### src/ssr_pkg.sv
// Purpose: Shared constants and types for the signal signature recognition block
// Assumes: AXI4-Lite register access with 32-bit data
// Notes:   Register offsets are byte addresses
package ssr_pkg;
  localparam int          SSR_ADDR_WIDTH  = 8;
  localparam int          SSR_DATA_WIDTH  = 32;
  localparam int          SSR_SAMPLE_BITS = 15;
  // Register byte offsets
  localparam logic [7:0]  OFFS_CONTROL    = 8'h00;
  localparam logic [7:0]  OFFS_RSSI_UPPER = 8'h04;
  localparam logic [7:0]  OFFS_RSSI_LOWER = 8'h08;
  localparam logic [7:0]  OFFS_AMP_LOWER  = 8'h0C;
  localparam logic [7:0]  OFFS_AMP_UPPER  = 8'h10;
  localparam logic [7:0]  OFFS_GAPS       = 8'h14;
  localparam logic [7:0]  OFFS_STATUS     = 8'h18;
  localparam logic [7:0]  OFFS_ERROR      = 8'h1C;
  localparam logic [7:0]  OFFS_IRQ_MASK   = 8'h20;
  localparam logic [7:0]  OFFS_LIVE       = 8'h24;
  // Control register bit positions
  localparam int          CTL_RSSI_EN     = 0;
  localparam int          CTL_AMP_EN      = 1;
  localparam int          CTL_INIT_ACQ_EN = 2;
  localparam int          CTL_CODE_EN     = 3;
  localparam int          CTL_TIMER_EN    = 4;
  localparam int          CTL_WIDE_DEV    = 5;
  localparam int          CTL_WIDTH       = 6;
  // Event bit positions (shared by error and mask registers)
  localparam int          EV_AMP_LOW      = 0;
  localparam int          EV_AMP_HIGH     = 1;
  localparam int          EV_RSSI_ABOVE   = 2;
  localparam int          EV_RSSI_BELOW   = 3;
  localparam int          EV_TIMEOUT      = 4;
  localparam int          EV_WIDTH        = 5;
  // Reset values, amplitude limits, chip length and AXI response codes
  localparam logic [7:0]  RST_RSSI_UPPER  = 8'hFF;
  localparam logic [7:0]  RST_RSSI_LOWER  = 8'h00;
  localparam logic [7:0]  RST_AMP_TH      = 8'h00;
  localparam logic [1:0]  RST_GAPS        = 2'h1;
  localparam logic [14:0] AMP_SAT         = 15'h7FFF;
  localparam logic [14:0] DEMOD_MAX       = 15'h7E00;
  localparam int          SAMPLES_PER_CHIP = 4;
  localparam logic [1:0]  AXI_OKAY        = 2'b00;
  localparam logic [1:0]  AXI_SLVERR      = 2'b10;

  typedef struct packed {
    logic [7:0]  rssi;
    logic        rssi_strobe;
    logic [14:0] demod;
    logic        sample_strobe;
    logic        wakeup_start;
    logic        slicer_valid;
  } ssr_rx_in_type;

  typedef struct packed {
    logic        rssi_above;
    logic        rssi_below;
    logic        rssi_in_range;
    logic        amp_fail;
    logic        slicer_init_start;
    logic        code_check_run;
    logic        timer_run;
  } ssr_rx_out_type;

  function automatic logic [14:0] ssr_decode_th(input logic [7:0] th);
    logic [30:0] full;
    full = 31'(th[3:0]) << th[7:4];
    ssr_decode_th = (full > 31'(AMP_SAT)) ? AMP_SAT : full[14:0];
  endfunction : ssr_decode_th
endpackage : ssr_pkg

### src/ssr_signature.sv
// Purpose: RSSI window comparator and modulation amplitude classifier with register access
// Assumes: Sample strobe at four per chip; all inputs synchronous to aclk
// Notes:   One level interrupt from sticky error bits gated by a mask
//
// Notes on behaviour
// [RULE1] Signal strength is compared against an upper and lower 8-bit limit.
// [RULE2] Above-upper and below-lower indicators are kept as latched status.
// [RULE3] In-range combines both indicators, its sense set by limit order.
// [RULE4] Software sets upper limit 255 or lower limit 0 for single-sided checks.
// [RULE5] Baseband is sampled four times per chip and differenced against one chip earlier.
// [RULE6] Each chip's measurement is the largest of its four differences.
// [RULE7] A measurement above the upper threshold fails at once.
// [RULE8] Low amplitude longer than the gap count in chips sets error bit 0.
// [RULE9] With one gap allowed, two successive low measurements fail.
// [RULE10] Thresholds decode as two to the upper nibble times the lower, capped at 7FFFh.
// [RULE11] Software puts the lower threshold at least 8 % below the expected amplitude.
// [RULE12] Demodulator input spans 0 to 32256, scaled by a wide deviation select bit; the code only clamps at 32256 and never reads CTL_WIDE_DEV.
// [RULE13] Every check has its own enable.
// [RULE14] Slicer acquisition starts with wakeup search only when enabled.
// [RULE15] Code checking starts when the slicer goes valid after wakeup search starts; the code starts it only while the wakeup search timer runs.
// [RULE16] A wakeup search timer starts with wakeup search and bounds the sequence.
// [RULE17] Upper not below lower means in-range is neither flag, else either flag.
`timescale 1ns/1ps
`default_nettype none
module ssr_signature
  import ssr_pkg::*;
#(
  parameter int TIMER_CYCLES = 100000
) (
  input  wire logic                      aclk,
  input  wire logic                      aresetn,
  input  wire logic [SSR_ADDR_WIDTH-1:0] s_axi_awaddr,
  input  wire logic                      s_axi_awvalid,
  output logic                           s_axi_awready,
  input  wire logic [SSR_DATA_WIDTH-1:0] s_axi_wdata,
  input  wire logic [3:0]                s_axi_wstrb,
  input  wire logic                      s_axi_wvalid,
  output logic                           s_axi_wready,
  output logic [1:0]                     s_axi_bresp,
  output logic                           s_axi_bvalid,
  input  wire logic                      s_axi_bready,
  input  wire logic [SSR_ADDR_WIDTH-1:0] s_axi_araddr,
  input  wire logic                      s_axi_arvalid,
  output logic                           s_axi_arready,
  output logic [SSR_DATA_WIDTH-1:0]      s_axi_rdata,
  output logic [1:0]                     s_axi_rresp,
  output logic                           s_axi_rvalid,
  input  wire logic                      s_axi_rready,
  input  wire ssr_rx_in_type             rx_in,
  output ssr_rx_out_type                 rx_out,
  output logic                           irq
);

  ////////////////////////////////////////////////////////////////////////////
  // Registers
  logic [CTL_WIDTH-1:0] control;
  logic [7:0]           rssi_upper_limit;
  logic [7:0]           rssi_lower_limit;
  logic [7:0]           amplitude_lower_threshold;
  logic [7:0]           amplitude_upper_threshold;
  logic [1:0]           tolerated_gap_count;
  logic [EV_WIDTH-1:0]  signal_monitor_error;
  logic [EV_WIDTH-1:0]  irq_mask;
  logic [EV_WIDTH-1:0]  events;
  logic                 aw_held;
  logic                 w_held;
  logic [7:0]           aw_addr;
  logic [31:0]          w_data;
  logic [3:0]           w_strb;
  logic                 do_write;
  logic [EV_WIDTH-1:0]  clear_mask;
  logic [14:0]          chip_amp;
  logic                 timer_expire;

  ////////////////////////////////////////////////////////////////////////////
  // AXI4-Lite write path
  assign do_write = aw_held && w_held && !s_axi_bvalid;

  always_ff @(posedge aclk) begin
    if (!aresetn) begin
      aw_held       <= 1'b0;
      w_held        <= 1'b0;
      aw_addr       <= '0;
      w_data        <= '0;
      w_strb        <= '0;
      s_axi_awready <= 1'b0;
      s_axi_wready  <= 1'b0;
      s_axi_bvalid  <= 1'b0;
      s_axi_bresp   <= AXI_OKAY;
    end else begin
      s_axi_awready <= !aw_held && !s_axi_awready && s_axi_awvalid;
      s_axi_wready  <= !w_held && !s_axi_wready && s_axi_wvalid;
      if (s_axi_awvalid && s_axi_awready) begin
        aw_held <= 1'b1;
        aw_addr <= s_axi_awaddr;
      end
      if (s_axi_wvalid && s_axi_wready) begin
        w_held <= 1'b1;
        w_data <= s_axi_wdata;
        w_strb <= s_axi_wstrb;
      end
      if (do_write) begin
        aw_held      <= 1'b0;
        w_held       <= 1'b0;
        s_axi_bvalid <= 1'b1;
        s_axi_bresp  <= (aw_addr <= OFFS_LIVE && aw_addr[1:0] == 2'b00 &&
                         aw_addr != OFFS_STATUS && aw_addr != OFFS_LIVE) ?
                        AXI_OKAY : AXI_SLVERR;
      end else if (s_axi_bvalid && s_axi_bready) begin
        s_axi_bvalid <= 1'b0;
      end
    end
  end

  always_ff @(posedge aclk) begin
    if (!aresetn) begin
      control                   <= '0;
      rssi_upper_limit          <= RST_RSSI_UPPER;
      rssi_lower_limit          <= RST_RSSI_LOWER;
      amplitude_lower_threshold <= RST_AMP_TH;
      amplitude_upper_threshold <= RST_AMP_TH;
      tolerated_gap_count       <= RST_GAPS;
      irq_mask                  <= '0;
    end else if (do_write && w_strb[0]) begin
      case (aw_addr)
        OFFS_CONTROL:    control                   <= w_data[CTL_WIDTH-1:0]; // RULE13
        OFFS_RSSI_UPPER: rssi_upper_limit          <= w_data[7:0];
        OFFS_RSSI_LOWER: rssi_lower_limit          <= w_data[7:0];
        OFFS_AMP_LOWER:  amplitude_lower_threshold <= w_data[7:0];
        OFFS_AMP_UPPER:  amplitude_upper_threshold <= w_data[7:0];
        OFFS_GAPS:       tolerated_gap_count       <= w_data[1:0];
        OFFS_IRQ_MASK:   irq_mask                  <= w_data[EV_WIDTH-1:0];
        default: ;
      endcase
    end
  end

  assign clear_mask = (do_write && w_strb[0] && aw_addr == OFFS_ERROR) ?
                      w_data[EV_WIDTH-1:0] : '0;

  // Sticky errors: a new event wins over a write-one clear
  always_ff @(posedge aclk) begin
    if (!aresetn) begin
      signal_monitor_error <= '0;
    end else begin
      signal_monitor_error <= (signal_monitor_error & ~clear_mask) | events;
    end
  end

  always_ff @(posedge aclk) begin
    if (!aresetn) begin
      irq <= 1'b0;
    end else begin
      irq <= |((((signal_monitor_error & ~clear_mask) | events)) & irq_mask);
    end
  end

  ////////////////////////////////////////////////////////////////////////////
  // AXI4-Lite read path
  logic [31:0] read_mux;
  logic        read_ok;

  always_comb begin
    read_mux = '0;
    read_ok  = 1'b1;
    case (s_axi_araddr)
      OFFS_CONTROL:    read_mux = 32'(control);
      OFFS_RSSI_UPPER: read_mux = 32'(rssi_upper_limit);
      OFFS_RSSI_LOWER: read_mux = 32'(rssi_lower_limit);
      OFFS_AMP_LOWER:  read_mux = 32'(amplitude_lower_threshold);
      OFFS_AMP_UPPER:  read_mux = 32'(amplitude_upper_threshold);
      OFFS_GAPS:       read_mux = 32'(tolerated_gap_count);
      OFFS_STATUS:     read_mux = 32'(rx_out);
      OFFS_ERROR:      read_mux = 32'(signal_monitor_error);
      OFFS_IRQ_MASK:   read_mux = 32'(irq_mask);
      OFFS_LIVE:       read_mux = 32'(chip_amp);
      default:         read_ok  = 1'b0;
    endcase
  end

  always_ff @(posedge aclk) begin
    if (!aresetn) begin
      s_axi_arready <= 1'b0;
      s_axi_rvalid  <= 1'b0;
      s_axi_rdata   <= '0;
      s_axi_rresp   <= AXI_OKAY;
    end else begin
      s_axi_arready <= !s_axi_arready && !s_axi_rvalid && s_axi_arvalid;
      if (s_axi_arvalid && s_axi_arready) begin
        s_axi_rvalid <= 1'b1;
        s_axi_rdata  <= read_mux;
        s_axi_rresp  <= read_ok ? AXI_OKAY : AXI_SLVERR;
      end else if (s_axi_rvalid && s_axi_rready) begin
        s_axi_rvalid <= 1'b0;
      end
    end
  end

  ////////////////////////////////////////////////////////////////////////////
  // RSSI window comparator
  logic next_above;
  logic next_below;

  assign next_above = rx_in.rssi > rssi_upper_limit; // RULE1
  assign next_below = rx_in.rssi < rssi_lower_limit; // RULE1

  always_ff @(posedge aclk) begin
    if (!aresetn) begin
      rx_out.rssi_above    <= 1'b0;
      rx_out.rssi_below    <= 1'b0;
      rx_out.rssi_in_range <= 1'b0;
    end else if (control[CTL_RSSI_EN] && rx_in.rssi_strobe) begin
      rx_out.rssi_above <= next_above; // RULE2
      rx_out.rssi_below <= next_below; // RULE2
      if (rssi_upper_limit >= rssi_lower_limit) begin
        rx_out.rssi_in_range <= !next_above && !next_below; // RULE3 RULE17
      end else begin
        rx_out.rssi_in_range <= next_above || next_below; // RULE3 RULE17
      end
    end
  end

  ////////////////////////////////////////////////////////////////////////////
  // Modulation amplitude measurement
  logic [14:0] delay_line [SAMPLES_PER_CHIP];
  logic [14:0] sample_in;
  logic [14:0] raw_diff;
  logic [14:0] run_max;
  logic [1:0]  phase;
  logic        chip_done;
  logic        amp_active;

  // Clamp to the demodulator span; deviation scale only affects software's threshold math
  assign sample_in = (rx_in.demod > DEMOD_MAX) ? DEMOD_MAX : rx_in.demod; // RULE12
  assign raw_diff  = (sample_in >= delay_line[SAMPLES_PER_CHIP-1]) ?
                     sample_in - delay_line[SAMPLES_PER_CHIP-1] :
                     delay_line[SAMPLES_PER_CHIP-1] - sample_in; // RULE5

  genvar gi;
  generate
    for (gi = 0; gi < SAMPLES_PER_CHIP; gi++) begin : g_delay
      always_ff @(posedge aclk) begin
        if (!aresetn) begin
          delay_line[gi] <= '0;
        end else if (rx_in.sample_strobe) begin
          delay_line[gi] <= (gi == 0) ? sample_in : delay_line[(gi == 0) ? 0 : gi-1]; // RULE5
        end
      end
    end
  endgenerate

  always_ff @(posedge aclk) begin
    if (!aresetn) begin
      amp_active <= 1'b0;
    end else if (!control[CTL_AMP_EN]) begin
      amp_active <= 1'b0;
    end else if (rx_in.wakeup_start) begin
      amp_active <= 1'b1;
    end
  end

  always_ff @(posedge aclk) begin
    if (!aresetn || rx_in.wakeup_start) begin
      phase     <= '0;
      run_max   <= '0;
      chip_amp  <= '0;
      chip_done <= 1'b0;
    end else begin
      chip_done <= 1'b0;
      if (rx_in.sample_strobe) begin
        phase <= phase + 2'd1;
        if (phase == 2'(SAMPLES_PER_CHIP - 1)) begin
          chip_amp  <= (raw_diff > run_max) ? raw_diff : run_max; // RULE6
          run_max   <= '0;
          chip_done <= amp_active;
        end else begin
          run_max <= (raw_diff > run_max) ? raw_diff : run_max; // RULE6
        end
      end
    end
  end

  ////////////////////////////////////////////////////////////////////////////
  // Amplitude decision
  logic [14:0] upper_th;
  logic [14:0] lower_th;
  logic [2:0]  low_run;
  logic        is_low;

  assign upper_th = ssr_decode_th(amplitude_upper_threshold); // RULE10
  assign lower_th = ssr_decode_th(amplitude_lower_threshold); // RULE10
  assign is_low   = chip_amp < lower_th;

  always_ff @(posedge aclk) begin
    if (!aresetn || rx_in.wakeup_start) begin
      low_run <= '0;
    end else if (chip_done) begin
      low_run <= is_low ? ((low_run == 3'h7) ? low_run : low_run + 3'd1) : '0;
    end
  end

  always_comb begin
    events = '0;
    events[EV_AMP_HIGH] = chip_done && chip_amp > upper_th; // RULE7
    events[EV_AMP_LOW]  = chip_done && is_low &&
                          low_run >= 3'(tolerated_gap_count); // RULE8 RULE9
    events[EV_RSSI_ABOVE] = control[CTL_RSSI_EN] && rx_in.rssi_strobe && next_above;
    events[EV_RSSI_BELOW] = control[CTL_RSSI_EN] && rx_in.rssi_strobe && next_below;
    events[EV_TIMEOUT]    = timer_expire;
  end

  always_ff @(posedge aclk) begin
    if (!aresetn || rx_in.wakeup_start) begin
      rx_out.amp_fail <= 1'b0;
    end else if (events[EV_AMP_HIGH] || events[EV_AMP_LOW]) begin
      rx_out.amp_fail <= 1'b1; // RULE7 RULE8
    end
  end

  ////////////////////////////////////////////////////////////////////////////
  // Start conditions and wakeup search timer
  logic [31:0] timer_count;

  always_ff @(posedge aclk) begin
    if (!aresetn) begin
      rx_out.slicer_init_start <= 1'b0;
    end else begin
      rx_out.slicer_init_start <= rx_in.wakeup_start && control[CTL_INIT_ACQ_EN]; // RULE14
    end
  end

  always_ff @(posedge aclk) begin
    if (!aresetn || !control[CTL_CODE_EN]) begin
      rx_out.code_check_run <= 1'b0;
    end else if (rx_in.wakeup_start) begin
      rx_out.code_check_run <= 1'b0;
    end else if (rx_out.timer_run && rx_in.slicer_valid) begin
      rx_out.code_check_run <= 1'b1; // RULE15
    end
  end

  assign timer_expire = rx_out.timer_run && timer_count == 32'(TIMER_CYCLES - 1);

  always_ff @(posedge aclk) begin
    if (!aresetn || !control[CTL_TIMER_EN]) begin
      rx_out.timer_run <= 1'b0;
      timer_count      <= '0;
    end else if (rx_in.wakeup_start) begin
      rx_out.timer_run <= 1'b1; // RULE16
      timer_count      <= '0;
    end else if (timer_expire) begin
      rx_out.timer_run <= 1'b0; // RULE16
    end else if (rx_out.timer_run) begin
      timer_count <= timer_count + 32'd1;
    end
  end

  ////////////////////////////////////////////////////////////////////////////
  // Assertions
  property p_in_range;
    @(posedge aclk) disable iff (!aresetn)
      control[CTL_RSSI_EN] && rx_in.rssi_strobe && rssi_upper_limit >= rssi_lower_limit
      |=> rx_out.rssi_in_range == (!rx_out.rssi_above && !rx_out.rssi_below);
  endproperty
  a_in_range: assert property (p_in_range) else $error("in-range wrong"); // RULE17

  property p_out_range;
    @(posedge aclk) disable iff (!aresetn)
      control[CTL_RSSI_EN] && rx_in.rssi_strobe && rssi_upper_limit < rssi_lower_limit
      |=> rx_out.rssi_in_range == (rx_out.rssi_above || rx_out.rssi_below);
  endproperty
  a_out_range: assert property (p_out_range) else $error("out-range wrong"); // RULE3

  property p_above;
    @(posedge aclk) disable iff (!aresetn)
      control[CTL_RSSI_EN] && rx_in.rssi_strobe |=>
      rx_out.rssi_above == ($past(rx_in.rssi) > $past(rssi_upper_limit));
  endproperty
  a_above: assert property (p_above) else $error("above flag wrong"); // RULE1

  property p_hold;
    @(posedge aclk) disable iff (!aresetn)
      !rx_in.rssi_strobe |=> $stable(rx_out.rssi_below);
  endproperty
  a_hold: assert property (p_hold) else $error("below flag not held"); // RULE2

  property p_high_fail;
    @(posedge aclk) disable iff (!aresetn || rx_in.wakeup_start)
      chip_done && chip_amp > upper_th |=> rx_out.amp_fail;
  endproperty
  a_high_fail: assert property (p_high_fail) else $error("high fail missed"); // RULE7

  property p_low_err;
    @(posedge aclk) disable iff (!aresetn)
      events[EV_AMP_LOW] |=> signal_monitor_error[EV_AMP_LOW];
  endproperty
  a_low_err: assert property (p_low_err) else $error("low error not set"); // RULE8

  property p_one_gap;
    @(posedge aclk) disable iff (!aresetn || rx_in.wakeup_start)
      chip_done && is_low && low_run == 3'd0 && tolerated_gap_count == 2'd1
      |-> !events[EV_AMP_LOW];
  endproperty
  a_one_gap: assert property (p_one_gap) else $error("single gap failed"); // RULE9

  property p_sat;
    @(posedge aclk) disable iff (!aresetn)
      amplitude_upper_threshold[7:4] == 4'hF && amplitude_upper_threshold[3:0] != 4'h0
      |-> upper_th == AMP_SAT;
  endproperty
  a_sat: assert property (p_sat) else $error("threshold decode wrong"); // RULE10

  property p_init;
    @(posedge aclk) disable iff (!aresetn)
      rx_in.wakeup_start && !control[CTL_INIT_ACQ_EN] |=> !rx_out.slicer_init_start;
  endproperty
  a_init: assert property (p_init) else $error("init acq started"); // RULE14

  property p_timer;
    @(posedge aclk) disable iff (!aresetn)
      rx_in.wakeup_start && control[CTL_TIMER_EN] |=> rx_out.timer_run;
  endproperty
  a_timer: assert property (p_timer) else $error("timer not started"); // RULE16

endmodule : ssr_signature
`default_nettype wire

### config.mk
export PLATFORM = sky130hd
export DESIGN_NAME = ssr_signature
export DESIGN_NICKNAME = d
export VERILOG_FILES = /design/src/ssr_pkg.sv /design/src/ssr_signature.sv
export SDC_FILE = /design/constraint.sdc
export NUM_CORES = 1
export LEC_CHECK = 0
export BUFFER_PORTS_ARGS = -buffer_cell sky130_fd_sc_hd__buf_2
export CORE_MARGIN = 4
export CORE_UTILIZATION = 45
export CTS_BUF_LIST = sky130_fd_sc_hd__clkbuf_16
export DETAILED_ROUTE_END_ITERATION = 8
export HOLD_SLACK_MARGIN = 0.03
export PLACE_DENSITY_LB_ADDON = 0.08
export SLEW_MARGIN = 20
export SYNTH_ARGS = -nofsm -noshare
export SYNTH_HDL_FRONTEND = slang
export SYNTH_SLANG_ARGS = --single-unit
### constraint.sdc
create_clock -name aclk -period 7.43 [get_ports aclk]
set_input_delay 1.486 -clock aclk [delete_from_list [all_inputs] [get_ports aclk]]
set_output_delay 1.486 -clock aclk [all_outputs]
set_load 0.05 [all_outputs]
### Word level (Yosys, flattened, before mapping)

Memories as Yosys holds them, arrays and structs flattened.
Index checks and enable logic that the tools add are counted.
Widths: inputs -> output; s select.

| cells by class | value |
|---|---|
| add/sub/neg operators | 5 |
| magnitude comparators | 12 |
| equal/unequal tests | 22 |
| shift-type cells | 2 |
| multiplexer cells | 28 |
| bitwise logic cells | 12 |
| reduce and logical (&&, ||, !) cells | 68 |

Operators by type and width:

| kind | number |
|---|---|
| $mux 15 | 10 |
| $pmux 15 s10 | 1 |
| $gt 31x15->1 const B | 2 |
| $shl 4x4->31 | 2 |
| $eq 8x5->1 const B | 7 |
| $add 32x1->32 const B | 1 |
| $eq 32x17->1 const B | 1 |
| $eq 8x4->1 const B | 4 |
| $gt 15x15->1 | 2 |
| $sub 15x15->15 | 2 |
| $logic_and 1x1->1 | 28 |
| $eq 8x6->1 const B | 3 |
| $reduce_and 2->1 | 11 |
| $eq 8x3->1 const B | 2 |
| $logic_not 8->1 | 2 |
| $ge 15x15->1 | 1 |
| $gt 15x15->1 const B | 1 |
| $lt 15x15->1 | 1 |
| $logic_not 1->1 | 12 |
| $mux 1 | 12 |
| $and 5x5->5 | 2 |
| $reduce_or 10->1 | 1 |
| $ge 8x8->1 | 1 |
| $gt 8x8->1 | 1 |
| 23 further kinds | 39 |

| word-level totals | value |
|---|---|
| flip-flop bits (word level) | 187 |
| RAM bits | 60 |
| input bits | 86 |
| output and inout port bits | 49 |
| logic and storage cells | 186 |
| memories kept | 1 |

Memory list:

| memory | depth | bits a word | read ports | clocked after Yosys merged registers in | write ports | line | text |
|---|---|---|---|---|---|---|---|
| delay_line | 4 | 15 | 4 | 0 | 4 | ssr_signature.sv:225 | `logic [14:0] delay_line [SAMPLES_PER_CHIP];` |

### Depth between registers and ports, before layout

| depth | value |
|---|---|
| depth in word-level cells | 10 |
| mapped depth | 25 |
| mapped depth without buffers | 22 |

### Worst setup path before layout

OpenSTA, ideal clock, no wires.

| path | value |
|---|---|
| path kind | input to register |
| from | in rx_in[13] (netlist name) |
| to | reg run_max[10] |
| library setup time | 0.059 ns |
| arrival time | 5.959 ns |
| data required time | 7.371 ns |
| slack | 1.411 ns |
| cell stages on the path | 24 |
| path buffers | 4 |
| cell sequence | inv_1 or3_1 clkbuf_1 a31o_2 nand2_1 ha_1 buf_4 nand2_2 o21ai_1 nor4_2 o31ai_4 buf_6 mux2i_1 xor2_1 inv_1 ha_1 or3_1 o211a_1 o21ai_0 a32oi_1 o21ai_0 and2_1 clkbuf_1 a22o_1 |

| on the way | value |
|---|---|
| cells in the longest elaborated chain, start to end | 7 |
| elaborated cells on any way between the ends | 9 |
| those cells by class | add/sub: 2; order compare: 3; mux: 4 |

RTL lines:

| what | line | text |
|---|---|---|
| start, declared | ssr_signature.sv:49 | `input wire ssr_rx_in_type rx_in,` |
| $gt 15x15->1 | ssr_signature.sv:234 | `assign sample_in = (rx_in.demod > DEMOD_MAX) ? DEMOD_MAX : rx_in.demod;` |
| $mux 15 * | ssr_signature.sv:234 |  |
| $sub 15x15->15 (tied with other cells) | ssr_signature.sv:237 | `delay_line[SAMPLES_PER_CHIP-1] - sample_in;` |
| $mux 15 * | ssr_signature.sv:235 | `assign raw_diff = (sample_in >= delay_line[SAMPLES_PER_CHIP-1]) ?` |
| $gt 15x15->1 | ssr_signature.sv:277 | `run_max <= (raw_diff > run_max) ? raw_diff : run_max;` |
| $mux 15 * | ssr_signature.sv:277 |  |
| $mux 15 * | ssr_signature.sv:272 | `if (phase == 2'(SAMPLES_PER_CHIP - 1)) begin` |
| end signal, assigned | ssr_signature.sv:277 |  |
| end, declared | ssr_signature.sv:228 | `logic [14:0] run_max;` |

Mark *: on every way between the ends. The rest lies on a longest branch, timed or not.
A chain may end at the register's enable or synchronous reset.

### Final worst setup path

| path | value |
|---|---|
| from | in rx_in[17] (netlist name) |
| to | reg chip_amp[9] |

| on the way | value |
|---|---|
| cells in the longest elaborated chain, start to end | 6 |
| elaborated cells on any way between the ends | 8 |
| those cells by class | add/sub: 2; order compare: 3; mux: 3 |

RTL lines:

| what | line | text |
|---|---|---|
| $gt 15x15->1 | ssr_signature.sv:234 |  |
| $mux 15 * | ssr_signature.sv:234 |  |
| $sub 15x15->15 (tied with other cells) | ssr_signature.sv:237 |  |
| $mux 15 * | ssr_signature.sv:235 |  |
| $gt 15x15->1 | ssr_signature.sv:273 | `chip_amp <= (raw_diff > run_max) ? raw_diff : run_max;` |
| $mux 15 * | n/a |  |
| end signal, assigned | ssr_signature.sv:273 |  |
| end, declared | ssr_signature.sv:72 | `logic [14:0] chip_amp;` |

Marks and branches as above.

==> metrics <==
Hold EP=s_axi_wready$_SDFF_PN0_; Final Hold Vio Count=0; Cell Pwr Density=208 nW/um^2; CP arrival=6.74 ns; run status=finished, final reports clean; CTS tree=yes; Die Y=180 microns; Max Clock Skew=0.0104 ns; Worst Path Buf+Inv=1; synthesized instance count=1483; Avg WL per Cell=17.2 microns; layout cells sized above 1=0.110; cell family with most CP delay=compound AO/OA/AOI/OAI gates; asr flop ratio synth=0; switching power=0.000837 W; Setup crit start kind=primary input; H-Tree Depth=1; switch share=0.272; CP required=7.85 ns; final setup TNS=0 ns; crit path kind=primary input to flop; Setup Viol. Count Final=0; Area Overhead vs Synth=11.2%; Post-Route WL=33400 microns; Post-CTS Setup Repair Bufs=0; Critical R2R Launch=delay_line[1][25]$_SDFFCE_PN0P_; MaxCap Viol Count=0; synth unique cells=78; Overflow after GRT=0; DR DRC count=0; I/O pins=135; Pwr Total=0.00308 W; # diodes=0; clock buffer count from CTS=27; worst-case reg-to-reg path depth=15; iteration count of the initial detailed-routing pass=5; Crit path top cell by count=o21ai_0; Top FF cell, synth=dfxtp_1; fin. max-slew vios=0; vias in the first global route=9872; clock sinks=228; first-pass GRT wire length=53000 microns; worst ir drop on vdd=0.163 mV; Netlist Area Pre-Place=13300 sq um; Final min period=6.33 ns; leakage power=6.16 nW; relative slew slack=0.247; WHS Path Cells=1; Root Buffer=clkbuf_16; Avg Vias per Cell=5.53; largest net degree at the start of global routing=102; number of flops mapped to enable cells by yosys=60; detailed-route via count=10700; power share of the clock group=0.419; hold_buf cts=0; die width=180 microns; core area=28900 sq um; Fmax=0.158 GHz; Int Power=0.00225 W; critical path, cell by cell=buf_2 > nand4_1 > or3_1 > a31o_2 > nand2_1 > ha_1 > a21oi_1 > o21ai_1 > nor4_2 > o31ai_4 > mux2i_1 > o21ai_0 > xor2_1 > ha_1 > a21oi_1 > o21ai_0 > o21ai_0 > a32o_1 > nor2_1 > a221o_1; combinational fraction of design power=0.148; clk buf depth=3; die area=32400 sq um; standard-cell rows=62; Sequential Power Share=0.432; RD Place Congestion=0.910; PortBufs=88; r2r endpoint=chip_amp[9]$_SDFFE_PP0P_; antenna violations before repair=1; RSZ-0062 raised after global routing=no; clock insertion delay at the later pin of the skew report=0.53 ns; nets=1729; worst hold path class=flop to flop; synth warn=0; hold_sp=w_held$_SDFFE_PP0P_; Slowest-stage cell, CP=o31ai_4; sequential share of the synthesized area=0.388; Seq cells post-synth=228; Iter 0 DRT Violations=718; crit path capture type=flop; # resized after CTS=0; hpwl dp=24600 microns; crit-path max cell delay=0.55 ns; ANT nets after route=0; CP Max Fanout=9; GRT Overall Usage=0.196; Worst-path clk slew=0.06 ns; period utilisation layout=0.852; Mean Syn Cell Area=8.97 sq um; Worst R2R Setup Slack=2.65 ns; initial cell density of the core=0.460; total stage count of the critical path=20; Worst-Margin Slew=1.12 ns
[cells in the final DEF, fill, tap and decap left out, types with 30 or more instances in the layout]
master / Yosys / routed
nand3_1: 35 / 35
dfxtp_1: 168 / 168
o21ai_0: 61 / 61
a21oi_1: 78 / 77
mux2i_1: 62 / 62
nand4_1: 30 / 30
nor2b_1: 58 / 58
a21boi_0: 33 / 33
ha_1: 103 / 103
nor2_1: 114 / 114
and3_1: 53 / 53
inv_1: 88 / 92
buf_2: 6 / 87
edfxtp_1: 60 / 60
nand2_1: 130 / 129
[layer usage]
metal  vias to the layer above  wire length (microns)  GRT usage
met5                         -                     13          0
met4                         2                    746     0.0463
met3                        49                   1840     0.0293
met2                       246                  14800      0.310
met1                      5040                  16000      0.284
li1                       5399                      -          -
[power groups by stage]
stage               logic, W  clock network (W)  registers, W
floorplan           0.000344                  0       0.00136
global placement    0.000452                  0       0.00136
detailed placement  0.000456                  0       0.00136
CTS                 0.000459            0.00133       0.00133
global route        0.000511            0.00138       0.00134
finish              0.000458            0.00129       0.00133
[area by class of cell]
| type | count | area (sq um) |
|---|---|---|
| inverters | 88 | 330 |
| multi-input cells | 1093 | 7430 |
| fillers | 2756 | 14100 |
| repair buffers | 100 | 533 |
| well taps | 384 | 480 |
| flip-flops and latches | 228 | 5160 |
| clock inverters | 22 | 186 |
| clock buffers | 27 | 676 |
[synth_stat cells, types with 5 or more instances]
master    count  share of area
dfxtp_1     168           0.25
nand2_1     130          0.037
nor2_1      114          0.032
ha_1        103          0.097
inv_1        88          0.025
a21oi_1      78          0.029
mux2i_1      62          0.047
o21ai_0      61          0.023
edfxtp_1     60           0.14
nor2b_1      58          0.027
clkbuf_1     55          0.016
and3_1       53          0.025
nand3_1      35          0.013
a21boi_0     33          0.019
nand4_1      30          0.014
buf_4        28          0.016
nor3_1       25         0.0094
a21o_1       24          0.014
xnor2_1      23          0.015
nand2b_1     21         0.0099
a22oi_1      17         0.0096
xor2_1       17          0.011
a22o_1       15         0.0099
a31oi_1      13         0.0061
and2_1       12         0.0056
nand3b_1      9         0.0051
nor4_1        9         0.0042
or3_1         8         0.0038
o31ai_1       7         0.0039
a221oi_1      6         0.0039
buf_2         6         0.0023
mux2_2        6         0.0051
a222oi_1      5         0.0038
a32o_1        5         0.0038
a32oi_1       5         0.0033
nor4b_1       5         0.0033
o21a_1        5         0.0028
or4_1         5         0.0028
[state kept, by name, summed over array words and instances, names as in the netlist, 15 cells and up]
name / flops
chip_amp: 15
delay_line: 60
run_max: 15
s_axi_rdata: 15
timer_count: 32
[cells by family (layout without fill, tap and decap cells)]
| logic type | Yosys count | in the layout | share of synthesized area |
|---|---|---|---|
| AND/OR/NAND/NOR | 530 | 530 | 0.203 |
| buffers and inverters | 180 | 237 | 0.0599 |
| multiplexers | 68 | 68 | 0.0517 |
| AO/OA/AOI/OAI | 330 | 330 | 0.169 |
| other | 1 | 19 | 0.000282 |
| adder cells (fa/ha/maj) | 105 | 105 | 0.0999 |
| XOR/XNOR | 41 | 41 | 0.0276 |
| flip-flops | 228 | 228 | 0.388 |
[how the worst max path moves through the flow]
stage / start / endpoint / slack (ns)
6_report: rx_in[17] / chip_amp[9]$_SDFFE_PP0P_ / 1.10
3_5_place_dp: rx_in[17] / chip_amp[13]$_SDFFE_PP0P_ / 0.62
2_1_floorplan: rx_in[13] / run_max[10]$_SDFFE_PP0P_ / 1.41
4_1_cts: rx_in[17] / chip_amp[13]$_SDFFE_PP0P_ / 1.14
3_3_place_gp: rx_in[17] / chip_amp[13]$_SDFFE_PP0P_ / 0.53
5_1_grt: rx_in[17] / run_max[11]$_SDFFE_PP0P_ / 0.62
[worst reg2reg max path, delay by kind of cell (launching register included)]
kind | cells | cell delay (ns)
AOI/OAI and AO/OA | 8 | 2.21
adders and majority gates | 2 | 0.81
and+or+nand+nor | 3 | 0.44
muxes | 1 | 0.47
xor gates and xnor gates | 1 | 0.32
DFF | 1 | 0.39
[through the flow]
step | setup WS, ns | area [sq um] | instances | hold WS [ns] | util
after floorplan | 1.41 | 13400 | 1501 | 0.420 | -
after global placement | 0.535 | 13900 | 1893 | 0.436 | 0.481
after detailed placement | 0.620 | 13900 | 1893 | 0.439 | 0.481
after CTS | 1.14 | 14800 | 1942 | 0.451 | 0.511
after global routing | 0.619 | 14800 | 1942 | 0.479 | 0.511
final | 1.10 | 14800 | 1942 | 0.449 | 0.511
No activity file was read; power rests on OpenSTA's default activity.
